[config.mk]
export PLATFORM = sky130hd
export DESIGN_NAME = fhp_host_port
export DESIGN_NICKNAME = d
export VERILOG_FILES = /design/src/fhp_pkg.sv /design/src/fhp_host_port.sv /design/src/fhp_rate_div.sv
export SDC_FILE = /design/constraint.sdc
export NUM_CORES = 1
export LEC_CHECK = 0
export BUFFER_PORTS_ARGS = -buffer_cell sky130_fd_sc_hd__buf_2
export CAP_MARGIN = 10
export CORE_ASPECT_RATIO = 0.75
export CORE_MARGIN = 8
export CORE_UTILIZATION = 25
export DETAILED_ROUTE_END_ITERATION = 8
export SKIP_CTS_REPAIR_TIMING = 1
export SLEW_MARGIN = 20
export SYNTH_ARGS = -nofsm -noshare
export SYNTH_HDL_FRONTEND = slang
export SYNTH_SLANG_ARGS = --single-unit
[constraint.sdc]
create_clock -name ref_clk -period 1.8 [get_ports ref_clk]
set_input_delay 0.18 -clock ref_clk [delete_from_list [all_inputs] [get_ports ref_clk]]
set_output_delay 0.18 -clock ref_clk [all_outputs]
set_load 0.005 [all_outputs]
[src/fhp_pkg.sv]
package fhp_pkg;

  // data rate codes held in the rate register
  localparam logic [1:0] RATE_500K = 2'h0;
  localparam logic [1:0] RATE_300K = 2'h1;
  localparam logic [1:0] RATE_250K = 2'h2;
  localparam logic [1:0] RATE_125K = 2'h3;

  // oscillator figures and bit rates, in kHz
  localparam int OSC_FAST_KHZ = 16000;
  localparam int OSC_SLOW_KHZ = 9600;
  localparam int BR_500_KHZ   = 500;
  localparam int BR_300_KHZ   = 300;
  localparam int BR_250_KHZ   = 250;
  localparam int BR_125_KHZ   = 125;

  // oscillator ticks per data bit, less one
  localparam logic [7:0] DIV_500 = 8'(OSC_FAST_KHZ / BR_500_KHZ - 1);
  localparam logic [7:0] DIV_300 = 8'(OSC_SLOW_KHZ / BR_300_KHZ - 1);
  localparam logic [7:0] DIV_250 = 8'(OSC_FAST_KHZ / BR_250_KHZ - 1);
  localparam logic [7:0] DIV_125 = 8'(OSC_FAST_KHZ / BR_125_KHZ - 1);

  // operations register fields
  localparam int OPS_GATE_BIT = 1;
  localparam int OPS_AUX_BIT  = 0;

  // bus fields
  localparam int DISK_CHANGED_INPUT_BIT    = 7;
  localparam int NUM_DRIVES  = 4;
  localparam int NUM_STATUS  = 4;
  localparam int RES_SEL_BIT = 2;

  // reset values and data bus enable patterns
  localparam logic [1:0] OPS_RST  = 2'h0;
  localparam logic [1:0] RATE_RST = RATE_500K;
  localparam logic [7:0] BYTE_RST = 8'h00;
  localparam logic [7:0] OE_ALL   = 8'hFF;
  localparam logic [7:0] OE_DISK_CHANGED_INPUT  = 8'h80;

  typedef enum logic {FHP_BASE, FHP_EXT} fhp_mode_t;

endpackage

[src/fhp_host_port.sv]
// Notes on behaviour
// - A rate register write keeps data bits 1:0; they select the data rate.
// - 500/250/125 kbit/s come from the fast oscillator, 300 from the slow.
// - The 8-bit main status byte is readable at any moment.
// - Four more status registers hold execution and error results.
// - Host data and status strobes count only while chip select or a counted DMA acknowledge is low.
// - A selected read drives the addressed data or status byte on the bus.
// - A selected write with register select high stores the bus byte in the data buffer.
// - Register select high picks the data buffer on writes and the sequencer data or a result status on reads; low picks the main status.
// - DMA acknowledge acts as chip select with register select high.
// - In extended mode DMA acknowledge counts only with the gate bit set.
// - Up to four drives may seek at once.
// - Disk changed and disk change read enable are active low.
// - Enable low: disk changed level goes on bit 7 in a rate decode read.
// - Each load decode with the write strobe loads two low data bits.
// - Reset idles the port, clears outputs but sets the request enables, and returns to base mode.
// - Extended mode floats DMA request unless gated; base mode drives it.
`timescale 1ns/1ns
`default_nettype none

module fhp_host_port
(
  // clock, reset, enable
  input  wire logic       ref_clk,
  input  wire logic       rstn,
  input  wire logic       ce,
  // host strobes and selects
  input  wire logic       rd_n,
  input  wire logic       wr_n,
  input  wire logic       cs_n,
  input  wire logic       register_select_line,
  input  wire logic       dma_acknowledge_in_n,
  input  wire logic       rate_register_load_decode_n,
  input  wire logic       ops_register_load_decode_n,
  // data bus pin
  input  wire logic [7:0] db_in,
  output logic      [7:0] db_out,
  output logic      [7:0] db_oe,
  // disk change pins
  input  wire logic       disk_changed_input_n,
  input  wire logic       disk_change_read_enable_n,
  // oscillator ticks
  input  wire logic       osc_fast_tick,
  input  wire logic       osc_slow_tick,
  // microsequencer side
  input  wire logic [3:0] msr_flags,
  input  wire logic [7:0] seq_data,
  input  wire logic [2:0] result_sel,
  input  wire logic       status_load,
  input  wire logic [1:0] status_idx,
  input  wire logic [7:0] status_data,
  input  wire logic [3:0] seek_start,
  input  wire logic [3:0] seek_done,
  input  wire logic       dma_req_in,
  input  wire logic       irq_in,
  // results to the microsequencer
  output logic      [7:0] data_buffer,
  output logic            data_wr_pulse,
  output logic            data_rd_pulse,
  output logic      [3:0] seek_busy,
  output logic      [1:0] ops_reg,
  output logic      [1:0] rate_sel,
  output logic            bit_tick,
  output logic            ext_mode,
  // request pins
  output logic            dma_req_out,
  output logic            dma_req_oe,
  output logic            irq_out,
  output logic            irq_oe
);

  fhp_pkg::fhp_mode_t mode;
  logic [7:0] status_reg [fhp_pkg::NUM_STATUS];
  logic [7:0] db_in_q;
  logic       gate;
  logic       dma_acknowledge_in_on;
  logic       host_sel;
  logic       to_data;
  logic       rd_on;
  logic       wr_on;
  logic       wr_on_q;
  logic       to_data_q;
  logic       rd_data_q;
  logic       rate_wr;
  logic       ops_wr;
  logic       rate_wr_q;
  logic       ops_wr_q;
  logic       disk_changed_input_rd;
  logic [7:0] msr;
  logic [7:0] rd_byte;

  ////////////////////////////////////////////////////////////////////////////
  // decode

  assign gate     = ops_reg[fhp_pkg::OPS_GATE_BIT];
  // acknowledge only counts in extended mode when gated in
  assign dma_acknowledge_in_on  = !dma_acknowledge_in_n
                    && (mode == fhp_pkg::FHP_BASE || gate);
  assign host_sel = !cs_n || dma_acknowledge_in_on;
  assign to_data  = dma_acknowledge_in_on || register_select_line;
  assign rd_on    = host_sel && !rd_n;
  assign wr_on    = host_sel && !wr_n;
  assign rate_wr  = !rate_register_load_decode_n && !wr_n;
  assign ops_wr   = !ops_register_load_decode_n && !wr_n;
  assign disk_changed_input_rd  = !rd_n && !rate_register_load_decode_n
                    && !disk_change_read_enable_n;
  assign msr      = {msr_flags, seek_busy};
  assign rd_byte  = result_sel[fhp_pkg::RES_SEL_BIT]
                    ? status_reg[result_sel[1:0]] : seq_data;

  ////////////////////////////////////////////////////////////////////////////
  // strobe history; data is taken from the cycle before the strobe ends,
  // since the bus may already be released in the cycle the strobe rises

  always_ff @(posedge ref_clk or negedge rstn)
  begin
    if (!rstn)
    begin
      db_in_q   <= fhp_pkg::BYTE_RST;
      wr_on_q   <= 1'b0;
      to_data_q <= 1'b0;
      rd_data_q <= 1'b0;
      rate_wr_q <= 1'b0;
      ops_wr_q  <= 1'b0;
    end
    else if (ce)
    begin
      db_in_q   <= db_in;
      wr_on_q   <= wr_on;
      to_data_q <= to_data;
      rd_data_q <= rd_on && to_data;
      rate_wr_q <= rate_wr;
      ops_wr_q  <= ops_wr;
    end
  end

  ////////////////////////////////////////////////////////////////////////////
  // data buffer; a write with register select low and no counted DMA acknowledge is dropped

  always_ff @(posedge ref_clk or negedge rstn)
  begin
    if (!rstn)
    begin
      data_buffer   <= fhp_pkg::BYTE_RST;
      data_wr_pulse <= 1'b0;
      data_rd_pulse <= 1'b0;
    end
    else if (ce)
    begin
      data_wr_pulse <= 1'b0;
      data_rd_pulse <= rd_data_q && !(rd_on && to_data);
      if (wr_on_q && !wr_on && to_data_q)
      begin
        data_buffer   <= db_in_q;
        data_wr_pulse <= 1'b1;
      end
    end
  end

  ////////////////////////////////////////////////////////////////////////////
  // rate and operations registers, mode

  always_ff @(posedge ref_clk or negedge rstn)
  begin
    if (!rstn)
    begin
      rate_sel <= fhp_pkg::RATE_RST;
      ops_reg  <= fhp_pkg::OPS_RST;
      mode     <= fhp_pkg::FHP_BASE;
      ext_mode <= 1'b0;
    end
    else if (ce)
    begin
      if (rate_wr_q && !rate_wr)
        rate_sel <= db_in_q[1:0];
      // loading the operations register moves the port to extended mode
      if (ops_wr_q && !ops_wr)
      begin
        ops_reg  <= db_in_q[1:0];
        mode     <= fhp_pkg::FHP_EXT;
        ext_mode <= 1'b1;
      end
    end
  end

  ////////////////////////////////////////////////////////////////////////////
  // result status registers

  always_ff @(posedge ref_clk or negedge rstn)
  begin
    if (!rstn)
    begin
      for (int i = 0; i < fhp_pkg::NUM_STATUS; i++)
        status_reg[i] <= fhp_pkg::BYTE_RST;
    end
    else if (ce && status_load)
      status_reg[status_idx] <= status_data;
  end

  ////////////////////////////////////////////////////////////////////////////
  // drive seek busy flags, independent per drive; start wins over done

  always_ff @(posedge ref_clk or negedge rstn)
  begin
    if (!rstn)
      seek_busy <= 4'h0;
    else if (ce)
      seek_busy <= seek_start | (seek_busy & ~seek_done);
  end

  ////////////////////////////////////////////////////////////////////////////
  // data bus drive

  always_ff @(posedge ref_clk or negedge rstn)
  begin
    if (!rstn)
    begin
      db_out <= fhp_pkg::BYTE_RST;
      db_oe  <= fhp_pkg::BYTE_RST;
    end
    else if (ce)
    begin
      if (rd_on)
      begin
        db_out <= to_data ? rd_byte : msr;
        db_oe  <= fhp_pkg::OE_ALL;
      end
      else if (disk_changed_input_rd)
      begin
        // only bit 7 is ours; the rest of the byte belongs to other logic
        db_out <= {disk_changed_input_n, 7'h00};
        db_oe  <= fhp_pkg::OE_DISK_CHANGED_INPUT;
      end
      else
      begin
        db_out <= fhp_pkg::BYTE_RST;
        db_oe  <= fhp_pkg::BYTE_RST;
      end
    end
  end

  ////////////////////////////////////////////////////////////////////////////
  // request pins

  always_ff @(posedge ref_clk or negedge rstn)
  begin
    if (!rstn)
    begin
      dma_req_out <= 1'b0;
      dma_req_oe  <= 1'b1;
      irq_out     <= 1'b0;
      irq_oe      <= 1'b1;
    end
    else if (ce)
    begin
      dma_req_out <= dma_req_in;
      irq_out     <= irq_in;
      dma_req_oe  <= mode == fhp_pkg::FHP_BASE || gate;
      irq_oe      <= mode == fhp_pkg::FHP_BASE || gate;
    end
  end

  ////////////////////////////////////////////////////////////////////////////
  // data rate clock generation

  fhp_rate_div u_rate_div
  (
    .ref_clk       (ref_clk),
    .rstn          (rstn),
    .ce            (ce),
    .osc_fast_tick (osc_fast_tick),
    .osc_slow_tick (osc_slow_tick),
    .rate_sel      (rate_sel),
    .bit_tick      (bit_tick)
  );
endmodule

`default_nettype wire

[src/fhp_rate_div.sv]
`timescale 1ns/1ns
`default_nettype none

module fhp_rate_div
(
  // clock and reset
  input  wire logic       ref_clk,
  input  wire logic       rstn,
  input  wire logic       ce,
  // oscillator ticks
  input  wire logic       osc_fast_tick,
  input  wire logic       osc_slow_tick,
  // selected rate
  input  wire logic [1:0] rate_sel,
  // data bit tick
  output logic            bit_tick
);

  logic [7:0] cnt;
  logic [7:0] limit;
  logic [1:0] rate_q;
  logic       src_tick;

  always_comb
  begin
    // 300 kbit/s runs off the slow oscillator, the others off the fast
    unique case (rate_sel)
      fhp_pkg::RATE_500K:
      begin
        limit    = fhp_pkg::DIV_500;
        src_tick = osc_fast_tick;
      end
      fhp_pkg::RATE_300K:
      begin
        limit    = fhp_pkg::DIV_300;
        src_tick = osc_slow_tick;
      end
      fhp_pkg::RATE_250K:
      begin
        limit    = fhp_pkg::DIV_250;
        src_tick = osc_fast_tick;
      end
      fhp_pkg::RATE_125K:
      begin
        limit    = fhp_pkg::DIV_125;
        src_tick = osc_fast_tick;
      end
    endcase
  end

  // restart on a rate change so no shortened first bit slips through
  always_ff @(posedge ref_clk or negedge rstn)
  begin
    if (!rstn)
    begin
      cnt      <= 8'h00;
      rate_q   <= fhp_pkg::RATE_RST;
      bit_tick <= 1'b0;
    end
    else if (ce)
    begin
      rate_q   <= rate_sel;
      bit_tick <= 1'b0;
      if (rate_q != rate_sel)
        cnt <= 8'h00;
      else if (src_tick)
      begin
        if (cnt >= limit)
        begin
          cnt      <= 8'h00;
          bit_tick <= 1'b1;
        end
        else
          cnt <= cnt + 8'h01;
      end
    end
  end

endmodule

`default_nettype wire

==> results.yml <==
layout:
  layout_common_cells: "buf_2 (96), dfrtp_1 (87), mux2_2 (58), nand2_1 (20), buf_4 (16)"
  drive_gt1_frac: 0.487
  fin_cells: 625
  antenna_cells: 0
  final_area_um2: 5130
  layout.cells.most_common: "buf_2"
  fin_util: 0.321
  final_nets: 471
  area_delta_synth_final_pct: 26.1
  largest_reg_flops: 32
sta:
  drv_slew: 0
  fin_skew_ps: 9.03
  slew_headroom: 0.647
  setup_ws_ps: 98.6
  setup_tns_ps: 0
  timing.fmax_mhz: 588
  rsz0062_at_grt: "false"
  finalHoldViolations: 0
  post-route-min-period_ps: 1700
  hold-worst-slack_ps: 31.3
  period_share: 0.945
  worst_pin_slew_ps: 527
  setup_viol: 0
synthesis:
  synth-warning-count: 0
  post_synth.cell_area_avg_um2: 13.3
  seq_area_frac_synth: 0.542
  ys_async_sr_fraction: 1.00
  syn_area_um2: 4070
  synth_flop_cell: "dfrtp_1"
  synth_cell_types: 45
  synthesis.nets: 366
  synth-seq-cells: 88
  synth_edf_count: 0
  netlist_instances: 305
drt:
  wl_per_cell_um: 17.7
  drt-initial-drc-count: 123
  drt-total-wl_mm: 11.1
  vias_per_cell: 4.70
  final_antenna_net_count: 0
  drc: 0
  drt-pass1-iter-count: 4
  vias: 2936
clocking:
  root_buffer: "clkbuf_16"
  cts.sinks: 88
  cts_made_buffers: 9
  path_clk_slew_ps: 70
  cts_tree: "done"
  clk_latency_ps: 340
  cts_htree_levels: 3
  clk_path_buf_depth: 2
global_routing:
  grt_pass1_vias: 3246
  antenna_found_initial: 1
  grt_pass1_wl_mm: 18.1
  grt_max_degree: 44
  grt_overflow_total: 0
  grt.total_usage: 0.112
place:
  place_congestion: 0.802
  post-place-cells: 608
  port_buffers: 97
  dp_hpwl_mm: 8.47
  dpl_cell_area_um2: 4830
  pre_cts_ws_ps: 102
critical_path:
  cp.arrival_ps: 1990
  worstPathMaxFanout: 5
  start_kind: "flip-flop"
  cp-end-kind: "flip-flop"
  critPathRequiredTime_ps: 2090
  worstPathCellList: "ha_1 > a211oi_1 > o21ai_1 > buf_4 > a2111oi_2 > a21o_1"
  cp.buffers_inverters: 1
  slowest_delay_ps: 420
  critPathTopFamily: "compound AO/OA/AOI/OAI gates"
  critPathKind: "flip-flop to flip-flop"
  cp_slowest_cell: "dfrtp_1"
die:
  start_util: 0.255
  dieHeight_um: 126
  ios: 98
  dieArea_um2: 20700
  die_w_um: 163
  fp-row-count: 40
  core_area_um2: 16000
worst_hold_path:
  worstHoldPathType: "input pin to flip-flop"
pwr:
  irDropWorstVdd_mv: 0.558
  p_total_mw: 5.73
  cellPowerDensity_nw_per_um2: 1120
  leakagePower_nw: 2.35
outcome:
  status: "completed"
flow_run:
  drv_cap: 0
cell usage after synthesis, types with 3 or more instances:
master / count / area [um^2]
nand2_1: 20 / 75.1
nor3_1: 4 / 20.0
clkbuf_1: 3 / 11.3
o2111a_1: 8 / 90.1
a22o_1: 13 / 114
a21oi_1: 10 / 50.1
mux4_2: 8 / 180
dfrtp_1: 87 / 2180
nand2b_1: 3 / 18.8
o21ai_0: 5 / 25.0
ha_1: 3 / 37.5
o211ai_1: 4 / 30.0
a21o_1: 4 / 30.0
nand3_1: 4 / 20.0
buf_4: 10 / 75.1
or3_1: 4 / 25.0
nor2_1: 4 / 15.0
mux2i_1: 7 / 70.1
o31ai_1: 3 / 22.5
inv_1: 5 / 18.8
mux2_2: 58 / 653
buf_2: 5 / 25.0
logic make-up after synthesis:
| logic type | after synthesis | share of synthesized area |
|---|---|---|
| compound gates | 63 | 0.124 |
| simple gates | 49 | 0.0612 |
| buf+inv | 27 | 0.0375 |
| flops | 88 | 0.542 |
| xor+xnor | 2 | 0.00431 |
| fa+ha+maj | 3 | 0.00923 |
| mux | 73 | 0.222 |
area by class of cell:
class / count / area [um^2]
Fill cell: 1595 / 10800
Tap cell: 210 / 263
Multi-Input combinational cell: 190 / 1710
Clock inverter: 7 / 68.8
Timing Repair Buffer: 114 / 631
Sequential cell: 88 / 2200
Inverter: 7 / 26.3
Clock buffer: 9 / 225
metal layers:
layer	global-route usage	vias to the layer above	wire length, um
met1	0.142	1490	4960
met4	0.0291	2	116
met2	0.173	75	5160
li1	-	1353	-
met3	0.0469	16	843
met5	0	-	8
path summary, 6_finish.rpt:
| path | startpoint | endpoint | slack (ps) | depth (start not counted) |
|---|---|---|---|---|
| worst max-delay path | u_rate_div.cnt[6] | u_rate_div.cnt[6] | 100 | 6 |
| worst min register to register | wr_on_q | wr_on_q | 490 | 1 |
| min in group asynchronous | rstn | seek_busy[0] | 290 | 2 |
| worst max register to register | u_rate_div.cnt[6] | u_rate_div.cnt[6] | 100 | 6 |
| max in group asynchronous | rstn | db_in_q[2] | 860 | 3 |
| worst min-delay path | ops_register_load_decode_n | ops_wr_q | 30 | 2 |
report_power, final:
part | internal, mW | total (mW) | switching, mW
clock | 0.980 | 1.88 | 0.896
combinational | 0.686 | 1.26 | 0.572
sequential | 2.36 | 2.60 | 0.235
total | 4.03 | 5.73 | 1.70
(Power assumes the default switching activity.)
